**src/rtl/tocu_pkg.sv**
```systemverilog
package tocu_pkg;

    // ------------------------------------------------------------
    // register offsets (byte addresses)
    // ------------------------------------------------------------
    localparam logic [5:0] OFS_CTRL   = 6'h00;
    localparam logic [5:0] OFS_FORCE  = 6'h04;
    localparam logic [5:0] OFS_IRQEN  = 6'h08;
    localparam logic [5:0] OFS_FLAGS  = 6'h0c;
    localparam logic [5:0] OFS_CMPALO = 6'h10;
    localparam logic [5:0] OFS_CMPAHI = 6'h14;
    localparam logic [5:0] OFS_CMPBLO = 6'h18;
    localparam logic [5:0] OFS_CMPBHI = 6'h1c;
    localparam logic [5:0] OFS_STATE  = 6'h20;

    // ------------------------------------------------------------
    // field positions and reset values
    // ------------------------------------------------------------
    localparam int          CTRL_MODE_LSB = 0;
    localparam int          CTRL_ACTA_LSB = 4;
    localparam int          CTRL_ACTB_LSB = 6;
    localparam logic [7:0]  CTRL_RESET    = 8'h00;
    localparam logic [15:0] CMP_RESET     = 16'h0000;
    localparam logic [15:0] LIMIT_MAX     = 16'hffff;
    localparam logic [15:0] LIMIT_8BIT    = 16'h00ff;
    localparam logic [15:0] LIMIT_9BIT    = 16'h01ff;
    localparam logic [15:0] LIMIT_10BIT   = 16'h03ff;

    // ------------------------------------------------------------
    // waveform modes and output actions
    // ------------------------------------------------------------
    localparam logic [3:0] WM_NORMAL   = 4'h0;
    localparam logic [3:0] WM_PC8      = 4'h1;
    localparam logic [3:0] WM_PC9      = 4'h2;
    localparam logic [3:0] WM_PC10     = 4'h3;
    localparam logic [3:0] WM_CTC_A    = 4'h4;
    localparam logic [3:0] WM_FAST8    = 4'h5;
    localparam logic [3:0] WM_FAST9    = 4'h6;
    localparam logic [3:0] WM_FAST10   = 4'h7;
    localparam logic [3:0] WM_PFC_CAP  = 4'h8;
    localparam logic [3:0] WM_PFC_A    = 4'h9;
    localparam logic [3:0] WM_PC_CAP   = 4'ha;
    localparam logic [3:0] WM_PC_A     = 4'hb;
    localparam logic [3:0] WM_CTC_CAP  = 4'hc;
    localparam logic [3:0] WM_RSVD     = 4'hd;
    localparam logic [3:0] WM_FAST_CAP = 4'he;
    localparam logic [3:0] WM_FAST_A   = 4'hf;

    localparam logic [1:0] ACT_NONE   = 2'h0;
    localparam logic [1:0] ACT_TOGGLE = 2'h1;
    localparam logic [1:0] ACT_CLEAR  = 2'h2;
    localparam logic [1:0] ACT_SET    = 2'h3;

    typedef struct packed {
        logic [1:0] act_b;
        logic [1:0] act_a;
        logic [3:0] mode;
    } tocu_ctrl_t;

    typedef struct packed {
        logic        tick;
        logic        top;
        logic        zero;
        logic        down;
        logic [15:0] count;
    } tocu_timer_t;

endpackage : tocu_pkg

```
**src/rtl/tocu_top.sv**
```systemverilog
`timescale 1ns/1ps
module tocu_top
    import tocu_pkg::*;
#(
    parameter int W = 16
) (
    input  wire logic          clk_i,
    input  wire logic          reset_i,
    input  wire logic [5:0]    avs_address_i,
    input  wire logic          avs_read_i,
    input  wire logic          avs_write_i,
    input  wire logic [31:0]   avs_writedata_i,
    output logic      [31:0]   avs_readdata_o,
    output logic               avs_waitrequest_o,
    input  wire logic [W-1:0]  timer_count_value_i,
    input  wire logic [W-1:0]  capture_value_reg_i,
    input  wire logic          timer_tick_i,
    input  wire logic          counter_write_i,
    input  wire logic          count_down_i,
    input  wire logic          top_reached_i,
    input  wire logic          zero_reached_strobe_i,
    input  wire logic [1:0]    irq_ack_i,
    input  wire logic [1:0]    port_data_i,
    input  wire logic [1:0]    port_dir_i,
    output logic      [1:0]    irq_o,
    output logic      [W-1:0]  limit_value_o,
    output logic               match_block_o,
    output logic      [1:0]    pin_o,
    output logic      [1:0]    pin_oe_n_o,
    output logic      [1:0]    channel_output_state_o
);

    // ------------------------------------------------------------
    // bus slave: one wait cycle on every access
    // ------------------------------------------------------------
    logic        ack_q;
    logic [31:0] rdata_q;
    logic        req;
    logic        wr_en;
    logic [31:0] rd_mux;

    assign req               = avs_read_i || avs_write_i;
    assign avs_waitrequest_o = req && !ack_q;
    assign wr_en             = avs_write_i && ack_q;
    assign avs_readdata_o    = rdata_q;

    // read data is captured in the wait cycle so it stands at the ack edge
    always_ff @(posedge clk_i or posedge reset_i) begin
        if (reset_i) begin
            ack_q   <= 1'b0;
            rdata_q <= 32'h00000000;
        end else begin
            ack_q   <= req && !ack_q;
            rdata_q <= (avs_read_i && !ack_q) ? rd_mux : rdata_q;
        end
    end

    // ------------------------------------------------------------
    // address decode
    // ------------------------------------------------------------
    wire sel_ctrl   = (avs_address_i == OFS_CTRL);
    wire sel_force  = (avs_address_i == OFS_FORCE);
    wire sel_irqen  = (avs_address_i == OFS_IRQEN);
    wire sel_flags  = (avs_address_i == OFS_FLAGS);
    wire sel_cmpalo = (avs_address_i == OFS_CMPALO);
    wire sel_cmpahi = (avs_address_i == OFS_CMPAHI);
    wire sel_cmpblo = (avs_address_i == OFS_CMPBLO);
    wire sel_cmpbhi = (avs_address_i == OFS_CMPBHI);
    wire sel_state  = (avs_address_i == OFS_STATE);
    wire [7:0] wbyte = avs_writedata_i[7:0];

    // ------------------------------------------------------------
    // control registers
    // ------------------------------------------------------------
    tocu_ctrl_t ctrl_q;
    logic [1:0] irqen_q;
    logic [7:0] stage_q;
    logic       block_q;

    // staging byte is shared by both channels; high byte must go first
    always_ff @(posedge clk_i or posedge reset_i) begin
        if (reset_i) begin
            ctrl_q  <= tocu_ctrl_t'(CTRL_RESET);
            irqen_q <= 2'h0;
            stage_q <= 8'h00;
        end else begin
            if (wr_en && sel_ctrl) ctrl_q <= tocu_ctrl_t'(wbyte);
            if (wr_en && sel_irqen) irqen_q <= wbyte[1:0];
            if (wr_en && (sel_cmpahi || sel_cmpbhi)) stage_q <= wbyte;
        end
    end

    // a counter write blocks matches until the next timer tick is consumed
    always_ff @(posedge clk_i or posedge reset_i) begin
        if (reset_i) begin
            block_q <= 1'b0;
        end else begin
            block_q <= counter_write_i || (block_q && !timer_tick_i);
        end
    end
    // the counter uses this to skip a limit match after a write
    assign match_block_o = block_q;

    // ------------------------------------------------------------
    // mode decode
    // ------------------------------------------------------------
    wire [3:0] mode = ctrl_q.mode;
    wire is_nonpwm  = (mode == WM_NORMAL) || (mode == WM_CTC_A) ||
                      (mode == WM_CTC_CAP) || (mode == WM_RSVD);
    wire is_pwm     = !is_nonpwm;
    wire is_fast    = (mode == WM_FAST8) || (mode == WM_FAST9) ||
                      (mode == WM_FAST10) || (mode == WM_FAST_CAP) ||
                      (mode == WM_FAST_A);
    wire upd_zero   = (mode == WM_PFC_CAP) || (mode == WM_PFC_A);
    wire toggle_a   = (mode == WM_FAST_A) || (mode == WM_PFC_A) || (mode == WM_PC_A);
    wire [1:0] act [2];
    assign act[0] = ctrl_q.act_a;
    assign act[1] = ctrl_q.act_b;

    // fixed limits mask the compare value on write
    logic [W-1:0] cmp_mask;
    assign cmp_mask = ((mode == WM_PC8)  || (mode == WM_FAST8))  ? LIMIT_8BIT[W-1:0]  :
                      ((mode == WM_PC9)  || (mode == WM_FAST9))  ? LIMIT_9BIT[W-1:0]  :
                      ((mode == WM_PC10) || (mode == WM_FAST10)) ? LIMIT_10BIT[W-1:0] :
                      LIMIT_MAX[W-1:0];

    // transfer point: zero for frequency-correct modes, limit otherwise
    wire load = timer_tick_i && (upd_zero ? zero_reached_strobe_i : top_reached_i);
    wire zero_tick = timer_tick_i && zero_reached_strobe_i;
    wire [W-1:0] wr_value = {stage_q, wbyte} & cmp_mask;

    // ------------------------------------------------------------
    // channels
    // ------------------------------------------------------------
    logic [W-1:0] active [2];
    logic [W-1:0] buffer [2];
    logic [1:0]   match_w;
    logic [1:0]   flag_w;
    logic [1:0]   force_fire;
    logic [1:0]   state_q;
    logic [1:0]   state_d;
    logic [1:0]   pin_q;
    wire  [1:0]   wr_lo    = {wr_en && sel_cmpblo, wr_en && sel_cmpalo};
    wire  [1:0]   flag_clr = irq_ack_i | ({2{wr_en && sel_flags}} & wbyte[1:0]);

    // force strobes act only outside pulse-width modes
    assign force_fire = {2{wr_en && sel_force && is_nonpwm}} & wbyte[1:0];

    for (genvar i = 0; i < 2; i++) begin : g_ch
        tocu_channel #(
            .W (W)
        ) u_ch (
            .clk_i      (clk_i),
            .reset_i    (reset_i),
            .wr_i       (wr_lo[i]),
            .wr_value_i (wr_value),
            .buffered_i (is_pwm),
            .load_i     (load),
            .tick_i     (timer_tick_i),
            .count_i    (timer_count_value_i),
            .block_i    (block_q),
            .flag_clr_i (flag_clr[i]),
            .active_o   (active[i]),
            .buffer_o   (buffer[i]),
            .match_o    (match_w[i]),
            .flag_o     (flag_w[i])
        );

        // waveform generator: next output state
        always_comb begin
            state_d[i] = state_q[i];
            if (is_nonpwm) begin
                if (match_w[i] || force_fire[i]) begin
                    unique case (act[i])
                        ACT_NONE:   state_d[i] = state_q[i];
                        ACT_TOGGLE: state_d[i] = !state_q[i];
                        ACT_CLEAR:  state_d[i] = 1'b0;
                        ACT_SET:    state_d[i] = 1'b1;
                    endcase
                end
            end else if (match_w[i]) begin
                if (act[i] == ACT_CLEAR) begin
                    state_d[i] = is_fast ? 1'b0 : count_down_i;
                end else if (act[i] == ACT_SET) begin
                    state_d[i] = is_fast ? 1'b1 : !count_down_i;
                end else if (act[i] == ACT_TOGGLE && i == 0 && toggle_a) begin
                    state_d[i] = !state_q[i];
                end
            end else if (is_fast && zero_tick) begin
                if (act[i] == ACT_CLEAR) begin
                    state_d[i] = 1'b1;
                end else if (act[i] == ACT_SET) begin
                    state_d[i] = 1'b0;
                end
            end
        end

        // a nonzero action replaces the port data with the output state
        assign pin_oe_n_o[i] = !port_dir_i[i];
    end

    // output state only moves on its own events, never on a mode change
    always_ff @(posedge clk_i or posedge reset_i) begin
        if (reset_i) begin
            state_q <= 2'b00;
            pin_q   <= 2'b00;
        end else begin
            state_q <= state_d;
            pin_q[0] <= (act[0] != ACT_NONE) ? state_q[0] : port_data_i[0];
            pin_q[1] <= (act[1] != ACT_NONE) ? state_q[1] : port_data_i[1];
        end
    end

    assign pin_o                  = pin_q;
    assign channel_output_state_o = state_q;
    assign irq_o                  = flag_w & irqen_q;

    // ------------------------------------------------------------
    // counter limit
    // ------------------------------------------------------------
    // capture input is only read here, the action bits never reach it
    assign limit_value_o =
        ((mode == WM_CTC_A) || (mode == WM_PFC_A) ||
         (mode == WM_PC_A) || (mode == WM_FAST_A))     ? active[0] :
        ((mode == WM_CTC_CAP) || (mode == WM_PFC_CAP) ||
         (mode == WM_PC_CAP) || (mode == WM_FAST_CAP)) ? capture_value_reg_i :
        (cmp_mask != LIMIT_MAX[W-1:0])                 ? cmp_mask :
        LIMIT_MAX[W-1:0];

    // ------------------------------------------------------------
    // read mux
    // ------------------------------------------------------------
    // compare bytes come straight from the visible register
    wire [W-1:0] vis_a = is_pwm ? buffer[0] : active[0];
    wire [W-1:0] vis_b = is_pwm ? buffer[1] : active[1];
    assign rd_mux = sel_ctrl   ? {24'h000000, ctrl_q}          :
                    sel_irqen  ? {30'h0, irqen_q}              :
                    sel_flags  ? {30'h0, flag_w}               :
                    sel_cmpalo ? {24'h000000, vis_a[7:0]}      :
                    sel_cmpahi ? {24'h000000, vis_a[15:8]}     :
                    sel_cmpblo ? {24'h000000, vis_b[7:0]}      :
                    sel_cmpbhi ? {24'h000000, vis_b[15:8]}     :
                    sel_state  ? {30'h0, state_q}              :
                    32'h00000000;
endmodule : tocu_top

```
**src/rtl/tocu_channel.sv**
```systemverilog
`timescale 1ns/1ps
module tocu_channel
    import tocu_pkg::*;
#(
    parameter int W = 16
) (
    input  wire logic          clk_i,
    input  wire logic          reset_i,
    input  wire logic          wr_i,
    input  wire logic [W-1:0]  wr_value_i,
    input  wire logic          buffered_i,
    input  wire logic          load_i,
    input  wire logic          tick_i,
    input  wire logic [W-1:0]  count_i,
    input  wire logic          block_i,
    input  wire logic          flag_clr_i,
    output logic      [W-1:0]  active_o,
    output logic      [W-1:0]  buffer_o,
    output logic               match_o,
    output logic               flag_o
);

    logic [W-1:0] buf_q;
    logic [W-1:0] buf_d;
    logic [W-1:0] act_q;
    logic [W-1:0] act_d;
    logic         flag_q;
    logic         flag_d;

    // ------------------------------------------------------------
    // compare value staging
    // ------------------------------------------------------------
    // unbuffered writes land directly in the active register
    assign buf_d = wr_i ? wr_value_i : buf_q;
    assign act_d = (wr_i && !buffered_i)   ? wr_value_i :
                   (load_i && buffered_i)  ? buf_q      :
                   act_q;

    // ------------------------------------------------------------
    // match and flag
    // ------------------------------------------------------------
    // full width compare, sampled on each timer tick
    assign match_o = tick_i && (count_i == act_q) && !block_i;
    // a match in the clear cycle wins over the clear
    assign flag_d  = match_o || (flag_q && !flag_clr_i);

    always_ff @(posedge clk_i or posedge reset_i) begin
        if (reset_i) begin
            buf_q  <= CMP_RESET[W-1:0];
            act_q  <= CMP_RESET[W-1:0];
            flag_q <= 1'b0;
        end else begin
            buf_q  <= buf_d;
            act_q  <= act_d;
            flag_q <= flag_d;
        end
    end

    assign active_o = act_q;
    assign buffer_o = buf_q;
    assign flag_o   = flag_q;

endmodule : tocu_channel

```
**config.mk**
```make
export PLATFORM = sky130hd
export DESIGN_NAME = tocu_top
export DESIGN_NICKNAME = d
export VERILOG_FILES = /design/src/rtl/tocu_pkg.sv /design/src/rtl/tocu_top.sv /design/src/rtl/tocu_channel.sv
export SDC_FILE = /design/constraint.sdc
export NUM_CORES = 1
export LEC_CHECK = 0
export BUFFER_PORTS_ARGS = -buffer_cell sky130_fd_sc_hd__buf_2
export CAP_MARGIN = 5
export CORE_MARGIN = 3
export CORE_UTILIZATION = 58
export CTS_CLUSTER_DIAMETER = 200
export CTS_CLUSTER_SIZE = 10
export DETAILED_ROUTE_END_ITERATION = 8
export PLACE_DENSITY = 0.86
export SLEW_MARGIN = 20
export SYNTH_ARGS = -nofsm -noshare
export SYNTH_HDL_FRONTEND = slang
export SYNTH_SLANG_ARGS = --single-unit
```
**constraint.sdc**
```tcl
create_clock -name clk_i -period 6.16 [get_ports clk_i]
set_input_delay 0.308 -clock clk_i [delete_from_list [all_inputs] [get_ports clk_i]]
set_output_delay 0.308 -clock clk_i [all_outputs]
set_load 0.05 [all_outputs]
```
==> impl_metrics.ini, run 1 <==
[sta]
finalCriticalPeriod_ns = 3.19
hold_viol_final = 36
max_freq_mhz = 313
tightest_slew_ns = 1.06
fin_setup_tns_ns = 0
rsz0062_at_grt = no
finalCritPeriodShare_pct = 51.9
slew_headroom_pct = 29.4
finalMaxSlewViolations = 0
skew_ns = 0.0114
hold_ws_ns = -0.0176
setup_viol = 0

[floorplanning]
fp.dieH_um = 106
core_um2 = 9460
num_rows = 35
die_area_um2 = 11200
initial_utilization_pct = 61.1
die_w_um = 106
ios = 143

[synthesis]
synth.avg_cell_area_um2 = 9.45
yosysSeqAreaShare_pct = 42.4
ys_seq_elements = 98
syn_inst = 612
async_flop_share_pct = 100
synth_edf_count = 0
synth_mux_area_share_pct = 16.9
synth_xor_xnor_area_share_pct = 5.30
ys_types = 56
synth-simple-area-share_pct = 13.9
synth_compound_area_share_pct = 14.9
yosys_warnings = 0
ys.flop_type = dfrtp_1
synth_top_family_by_area = multiplexers
synth-adder-area-share_pct = 0
synth_area_um2 = 5780

[worst_setup_path]
critPathMaxFanout = 17
arrival_ns = 3.42
cp.required_ns = 6.39
path_buf_inv = 1
critPathLaunchType = register
crit_family = compound AO/OA/AOI/OAI gates
slowest_delay_ns = 0.68
path_cells = or2_4, a21o_1, buf_4, mux2i_1, o22ai_1, a2111oi_0, o21ai_0
endpoint_kind = register
worstSetupPathType = reg2reg
critPathSlowestCell = a2111oi_0

[final_layout]
diodes = 0
layout-drive-gt1-share_pct = 23.1
final.fill_count = 711
stdcell_area_um2 = 6420
nNetsFinal = 775
area_growth_syn_to_layout_pct = 11.0
fin_util_pct = 67.8

[cts]
clkLatencyLatePin_ns = 0.38
cts.sinks = 98
cts_max_level = 3
ctsResizeCount = 0
root_buffer = clkbuf_8
path_clk_slew_ns = 0.09
cts_made_buffers = 9
cts_buffer_depth = 2
tritoncts = yes
post-cts-setup-buffers = 0
ctsHoldBuffers = 0

[routing]
drtIter0Drc = 557
viasPerCell = 6.27
avgRoutedWirePerCell_um = 19.9
ant_nets = 0
first_pass_iters = 5
vias = 5160
drt-total-wl_um = 16400
drc = 0

[global_routing]
grt_usage_pct = 29.8
top_usage_layer = met2
met3_usage_pct = 5.63
use_met1_pct = 40.3
grt_pass1_vias = 4997
grt.overflow.total = 0
grt_pass1_wl_um = 26100
antenna_found_initial = 0
grt_max_degree = 62
met2_usage_pct = 47.1

[place]
place_area_um2 = 6250
port_buffers = 94
gp_congestion = 0.903
hpwl_um = 11400

[power]
p_per_area_nw_per_um2 = 251
ir_drop_uv = 137
leakagePower_uw = 0.00285

[hold_path]
worstHoldPathType = in2async

[run_status]
status = complete, but fails checks
violations = hold timing

[flow_run]
drv_cap = 0
[metal layers]
layer  routed length, um  vias to the layer above
met5                   0                        -
met3                1950                       60
met1                6280                     2457
met2                7480                      364
met4                 683                        0
li1                    -                     2279
[registers in the layout, summed over array words and instances, names as in the netlist]
signal                  flops
act                         4
mode                        4
channel_output_state_o      2
pin_o                       2
avs_readdata_o              8
stage_q                     8
g_ch.u_ch.buffer_o         32
ack_q                       1
g_ch.u_ch.active_o         32
irqen_q                     2
match_block_o               1
g_ch.u_ch.flag_o            2
[kinds of logic after synthesis]
| family | count (synthesis) |
|---|---|
| AOI/OAI and AO/OA | 141 |
| xor gates and xnor gates | 35 |
| buffers and inverters | 73 |
| DFF | 98 |
| muxes | 92 |
| other | 1 |
| and+or+nand+nor | 172 |
[synthesized netlist by cell type (2+ instances only)]
cell type,n,area [um2]
dfrtp_1,98,2450
nand2_1,98,368
o21ai_0,73,365
mux2i_1,57,571
mux2_2,33,372
buf_4,25,188
clkbuf_1,21,78.8
nand3_1,20,100
a21oi_1,19,95.1
xnor2_1,19,166
nor2_1,17,63.8
xor2_1,16,140
inv_1,14,52.6
o22ai_1,10,62.6
buf_2,9,45.0
o22a_1,8,70.1
a2111oi_0,6,52.6
nor3_1,6,30.0
nor4_1,6,37.5
a21o_1,5,37.5
nand2b_1,4,25.0
nand4_1,4,25.0
buf_1,3,11.3
o211ai_1,3,22.5
a221oi_1,2,17.5
and2_1,2,12.5
nor2b_1,2,12.5
o2111a_1,2,22.5
o221ai_1,2,17.5
or3_1,2,12.5
[power by group]
group / internal [uW] / switching (uW)
logic: 147 / 306
clock network: 167 / 227
registers: 696 / 67.9
total: 1010 / 601
[final cells by class]
type / count / area, um2 / area share (%)
clock buffer: 13 / 159 / 2.48
timing repair buffer: 103 / 538 / 8.38
multi-input combinational: 464 / 3040 / 47.4
tap: 129 / 161 / 2.52
sequential: 98 / 2450 / 38.2
inverter: 14 / 53.8 / 0.838
clock inverter: 2 / 12.5 / 0.195
[placed cells by master (no fill, tap or decap), types with 10 or more instances in the layout]
| cell | instances |
|---|---|
| nand3_1 | 20 |
| clkbuf_8 | 11 |
| inv_1 | 13 |
| mux2_2 | 33 |
| nor2_1 | 17 |
| xnor2_1 | 19 |
| conb_1 | 24 |
| o21ai_0 | 73 |
| a21oi_1 | 19 |
| o22ai_1 | 10 |
| nand2_1 | 98 |
| xor2_1 | 16 |
| dfrtp_1 | 98 |
| mux2i_1 | 57 |
| buf_2 | 94 |
[worst register-to-register path, delay by kind of cell (launching register included)]
| family | cells | cell delay, ns |
|---|---|---|
| AO/OA/AOI/OAI | 4 | 1.52 |
| flip-flops | 1 | 0.66 |
| multiplexers | 1 | 0.23 |
| AND/OR/NAND/NOR | 1 | 0.23 |
| buffers and inverters | 1 | 0.40 |
[stage by stage]
stage                     instances  total power [uW]  setup WS [ns]
after global placement          808              1200           3.10
after floorplan                 635              1110           3.29
final                           823              1610           2.97
after detailed placement        808              1220           3.10
after global routing            823              1680           2.78
after CTS                       823              1600           3.09
[worst paths after layout]
check	start	end	slack [ns]	cells past startpoint
worst max-delay path	mode[3]	avs_readdata_o[3]	2.97	7
worst min-delay path	reset_i	avs_readdata_o[4]	-0.02	2
worst max register to register	mode[3]	avs_readdata_o[3]	2.97	7
worst min register to register	avs_readdata_o[6]	avs_readdata_o[6]	0.48	2
max in group asynchronous	reset_i	stage_q[3]	4.97	3
min in group clk_i	counter_write_i	match_block_o	0.11	2
Note: power is estimated with default switching activity, not from simulation.
==> inputs of run 2 (changes only) <==
CORE_UTILIZATION = 54   (was 58)
PLACE_DENSITY = 0.81   (was 0.86)
clock period = 3.27 ns   (was 6.16 ns; I/O delays follow)
==> run 2 against run 1 <==
Against the previous run: the run still ends with hold timing left; first-iteration DRC count decreased by 30%; non-clock buffer count grew 11; die area is 7.0% higher; count of clock-buffer cells in the layout stayed put; largest cell class unchanged.
==> impl_metrics.ini, run 2 (same netlist as run 1, synthesis figures left out) <==
[run_status]
status = complete, but fails checks
violations = hold timing

[routing]
first_pass_iters = 5
ant_nets = 0
drt-total-wl_um = 15800
viasPerCell = 5.95
drtIter0Drc = 390
drc = 0
vias = 5013
avgRoutedWirePerCell_um = 18.8

[cts]
cts_buffer_depth = 2
ctsResizeCount = 0
cts_made_buffers = 9
cts.sinks = 98
path_clk_slew_ns = 0.09
tritoncts = yes
cts_max_level = 3
root_buffer = clkbuf_8
post-cts-setup-buffers = 0
clkLatencyLatePin_ns = 0.36
ctsHoldBuffers = 1

[floorplanning]
num_rows = 37
die_w_um = 109
ios = 143
fp.dieH_um = 109
core_um2 = 10400
die_area_um2 = 12000
initial_utilization_pct = 55.7

[sta]
hold_ws_ns = -0.00779
slew_headroom_pct = 38.7
hold_viol_final = 2
fin_setup_tns_ns = 0
setup_viol = 0
max_freq_mhz = 366
finalMaxSlewViolations = 0
tightest_slew_ns = 0.919
skew_ns = 0.00865
rsz0062_at_grt = no
finalCritPeriodShare_pct = 83.6
finalCriticalPeriod_ns = 2.73

[final_layout]
layout-drive-gt1-share_pct = 24.2
final_cells = 842
stdcell_area_um2 = 6520
area_growth_syn_to_layout_pct = 12.9
layout_common_cells = nand2_1 (98), dfrtp_1 (98), buf_2 (94), o21ai_0 (73), mux2i_1 (57)
nNetsFinal = 786
diodes = 0

[global_routing]
grt_usage_pct = 27.2
grt_pass1_wl_um = 25000
antenna_found_initial = 0
grt_pass1_vias = 4871
grt_max_degree = 74
grt.overflow.total = 0

[place]
hpwl_um = 11400
placed_cells = 825
place_area_um2 = 6330
port_buffers = 94
gp_congestion = 0.878

[power]
leakagePower_uw = 0.00290
p_per_area_nw_per_um2 = 466
ir_drop_uv = 267

[worst_setup_path]
rr_worst_depth = 7
reg2reg_from = mode[3]
critPathMaxFanout = 16
worstSetupPathType = reg2reg
arrival_ns = 2.97
reg2reg_to = avs_readdata_o[4]
cp.required_ns = 3.50
critPathLaunchType = register
r2r_slack_ns = 0.54
endpoint_kind = register

[flow_run]
drv_cap = 0

[hold_path]
worstHoldPathType = in2async
-- run 2: changes by cell type in the layout (fill, tap and decap cells not counted) --
| cell | before | now |
|---|---|---|
| clkinv_4 | 0 | 1 |
| buf_4 | 9 | 19 |
| dlygate4sd3_1 | 0 | 1 |
| clkinvlp_4 | 1 | 2 |
| inv_4 | 0 | 1 |
| clkinv_2 | 2 | 0 |
-- run 2: how the worst max path moves through the flow --
stage                 start  cells past startpoint                end
global route        mode[3]                      7  avs_readdata_o[4]
finish              mode[3]                      7  avs_readdata_o[4]
detailed placement  mode[3]                      7  avs_readdata_o[4]
floorplan           reset_i                      1              ack_q
global placement    mode[3]                      7  avs_readdata_o[3]
CTS                 mode[3]                      7  avs_readdata_o[4]
-- run 2: power breakdown --
part	switching, uW	total, uW	internal, uW
combinational	577	863	286
clock	422	743	321
sequential	124	1430	1310
total	1120	3040	1920
-- run 2: worst max-delay path: stages, from the launching register on --
cell and delay [ns]:
dfrtp_1 0.55, or2_4 0.35, a21oi_2 0.59, mux2i_1 0.28
o22ai_1 0.09, a2111oi_0 0.46, buf_4 0.21, o21ai_0 0.06
-- run 2: final cells by class --
| type | instances | area [um2] |
|---|---|---|
| clock inverter | 3 | 23.8 |
| fill | 858 | 3850 |
| inverter | 14 | 55.1 |
| tap | 136 | 170 |
| timing repair buffer | 114 | 623 |
| sequential | 98 | 2450 |
| multi-input combinational | 464 | 3040 |
| clock buffer | 13 | 159 |
-- run 2: metrics by stage --
stage	setup WS [ns]	util (%)	hold slack [ns]	power [uW]
4_1_cts	0.588	62.9	0.00705	3040
3_5_place_dp	0.609	61.1	0.355	2310
6_report	0.536	62.9	-0.00779	3040
5_1_grt	0.316	62.9	0.0304	3170
2_1_floorplan	0.544	-	0.256	2080
3_3_place_gp	0.700	61.1	0.346	2280
-- run 2: per-layer routing --
metal / part of all wire [%] / track usage [%] / wire length (um) / vias up
met3: 9.3 / 3.46 / 1470 / 57
met2: 46 / 41.9 / 7210 / 295
met1: 40 / 37.3 / 6380 / 2370
met5: 0 / 0 / 0 / -
met4: 4.7 / 15.1 / 742 / 0
li1: - / - / - / 2291
==> inputs of run 3 (changes only) <==
ABC_AREA = 1   (was default)
CORE_UTILIZATION = 55   (was 54)
clock period = 2.8 ns   (was 3.27 ns; I/O delays follow)
==> run 3 against run 2 <==
Against the previous run: the run now ends clean; hold slack improved by 0.015 ns; synthesized area up 6.8%; sequential cell count did not move.
==> impl_metrics.ini, run 3 <==
[cts]
cts.sinks = 98
tritoncts = yes
cts_max_level = 3
ctsResizeCount = 0
cts_buffer_depth = 2
clkLatencyLatePin_ns = 0.37
cts_made_buffers = 9
post-cts-setup-buffers = 0
path_clk_slew_ns = 0.10
root_buffer = clkbuf_8

[routing]
drc = 0
ant_nets = 0
vias = 6022
viasPerCell = 5.46
drtIter0Drc = 586
avgRoutedWirePerCell_um = 16.5
drt-total-wl_um = 18200
first_pass_iters = 5

[synthesis]
synth_edf_count = 0
synth_top_family_by_area = simple AND/OR/NAND/NOR gates
ys.flop_type = dfrtp_1
synth_compound_area_share_pct = 18.5
yosysTopAreaCell = dfrtp_1
synth_area_um2 = 6180
ys_types = 38
synth.most_common_cell = nand2_1
synth_area_leaders = dfrtp_1 (40%), nand2_1 (15%), o21ai_0 (9.6%)
async_flop_share_pct = 100
synth_xor_xnor_area_share_pct = 1.28
synth_mux_area_share_pct = 0
yosysSeqAreaShare_pct = 39.7
yosys.area.top_type_share_pct = 39.7
synth-adder-area-share_pct = 0
synth_common_cells = nand2_1 (247), o21ai_0 (119), inv_1 (115)
yosys_warnings = 0
synth-simple-area-share_pct = 27.1
synth.avg_cell_area_um2 = 7.08
syn_inst = 872
ys_seq_elements = 98

[worst_setup_path]
reg2reg_to = g_ch[0].u_ch.active_o[14]
rr_worst_depth = 8
arrival_ns = 2.40
crit_family = compound AO/OA/AOI/OAI gates
reg2reg_from = mode[3]
critPathLaunchType = register
critPathSlowestCell = nand2_1
r2r_slack_ns = 0.63
critPathMaxFanout = 23
endpoint_kind = output port
cp.required_ns = 2.66
worstSetupPathType = reg2out
path_cells = inv_1, o211ai_1, nand2_1, o21ai_0, buf_2
slowest_delay_ns = 0.56
path_buf_inv = 2

[final_layout]
diodes = 0
layout_common_cells = nand2_1 (247), o21ai_0 (119), inv_1 (114), dfrtp_1 (98), buf_2 (94)
stdcell_area_um2 = 6840
layout_commonest_cell = nand2_1
area_growth_syn_to_layout_pct = 10.7
layout-drive-gt1-share_pct = 15.8
nNetsFinal = 1043
fin_util_pct = 62.8

[floorplanning]
core_um2 = 10900
ios = 143
initial_utilization_pct = 56.7
fp.dieH_um = 112
die_area_um2 = 12500
num_rows = 38
die_w_um = 112

[sta]
setup_viol = 0
slew_headroom_pct = 39.3
max_freq_mhz = 393
finalMaxSlewViolations = 0
skew_ns = 0.0138
fin_setup_tns_ns = 0
rsz0062_at_grt = no
hold_ws_ns = 0.00687
tightest_slew_ns = 0.910
finalCriticalPeriod_ns = 2.54
hold_viol_final = 0
finalCritPeriodShare_pct = 90.8

[place]
port_buffers = 94
place_area_um2 = 6620
hpwl_um = 13600
gp_congestion = 0.985

[hold_path]
hold_path_end = g_ch[1].u_ch.flag_o
worstHoldStart = irq_ack_i[1]
min_delay_path_depth = 3
worstHoldPathType = in2reg

[power]
p_per_area_nw_per_um2 = 678
switchingPower_uw = 2060
p_int_uw = 2580
power_uw = 4640
swShare_pct = 44.4
clkPwrFrac_pct = 18.9
ir_drop_uv = 312
combPwrFrac_pct = 37.5
leakagePower_uw = 0.00347
seqPwrFrac_pct = 43.6

[global_routing]
grt_pass1_wl_um = 28700
grt_pass1_vias = 5551
grt.overflow.total = 0
grt_max_degree = 60
antenna_found_initial = 0
grt_usage_pct = 29.1

[flow_run]
drv_cap = 0

[run_status]
status = completed
run 3: cell count changes after synthesis, moves of 9 or more:
cell / before / now
clkbuf_1: 21 / 9
mux2_2: 33 / 0
o21ai_0: 73 / 119
o21ai_2: 0 / 9
xor2_1: 16 / 1
o211ai_1: 3 / 19
nand2_1: 98 / 247
inv_1: 14 / 115
mux2i_1: 57 / 0
nor2_1: 17 / 64
xnor2_1: 19 / 8
nand3_1: 20 / 36
o21ai_1: 1 / 16
run 3: logic make-up (layout without fill, tap and decap cells):
logic type / Yosys count / in the layout
other: 1 / 24
DFF: 98 / 98
and+or+nand+nor: 386 / 386
AOI/OAI and AO/OA: 204 / 204
xor gates and xnor gates: 9 / 9
buffers and inverters: 174 / 242
run 3: power by group through the flow:
stage          logic (uW)  registers [uW]  clock network, uW
3_3_place_gp         1670            2030                  0
3_5_place_dp         1700            2040                  0
5_1_grt              1920            2060                940
4_1_cts              1720            2010                873
2_1_floorplan        1270            1990                  0
6_report             1740            2020                879
run 3: worst max-delay path by stage:
stage / start / end / slack [ns] / cells after the start
finish: mode[2] / limit_value_o[14] / 0.26 / 5
global route: mode[2] / limit_value_o[9] / 0.04 / 7
CTS: mode[2] / limit_value_o[9] / 0.28 / 7
detailed placement: mode[3] / g_ch[1].u_ch.active_o[7] / 0.66 / 7
global placement: mode[2] / limit_value_o[9] / 0.73 / 7
floorplan: reset_i / ack_q / 0.1 / 1
run 3: worst min-delay path, cell delays in order:
cell and delay (ns):
buf_2 0.07, nand3b_1 0.09, nand2_1 0.05
run 3: per-stage QoR:
step | std cells | worst slack [ns]
after floorplan | 895 | 0.0979
after CTS | 1103 | 0.279
after global placement | 1083 | 0.726
after global routing | 1103 | 0.0354
final | 1103 | 0.256
after detailed placement | 1083 | 0.657
run 3: final cells by class:
type | instances | area, um2
fillers | 1040 | 4050
clock buffers | 10 | 128
repair buffers | 106 | 596
clock inverters | 6 | 50.0
flip-flops and latches | 98 | 2450
well taps | 140 | 175
multi-input cells | 623 | 2980
inverters | 120 | 453
run 3: per-layer routing:
| metal | up-vias | track usage (%) | part of all wire [%] |
|---|---|---|---|
| met5 | - | 0 | 0 |
| met4 | 0 | 12.6 | 3.4 |
| met3 | 41 | 5.43 | 9.4 |
| met2 | 263 | 43.9 | 44 |
| met1 | 2783 | 41.3 | 43 |
| li1 | 2935 | - | - |
run 3: what timing repair did:
action | CTS | global route
endpoints found under the setup margin | 0 | 0
hold buffers | 4 | 0
hold endpoints to repair | 48 | 0
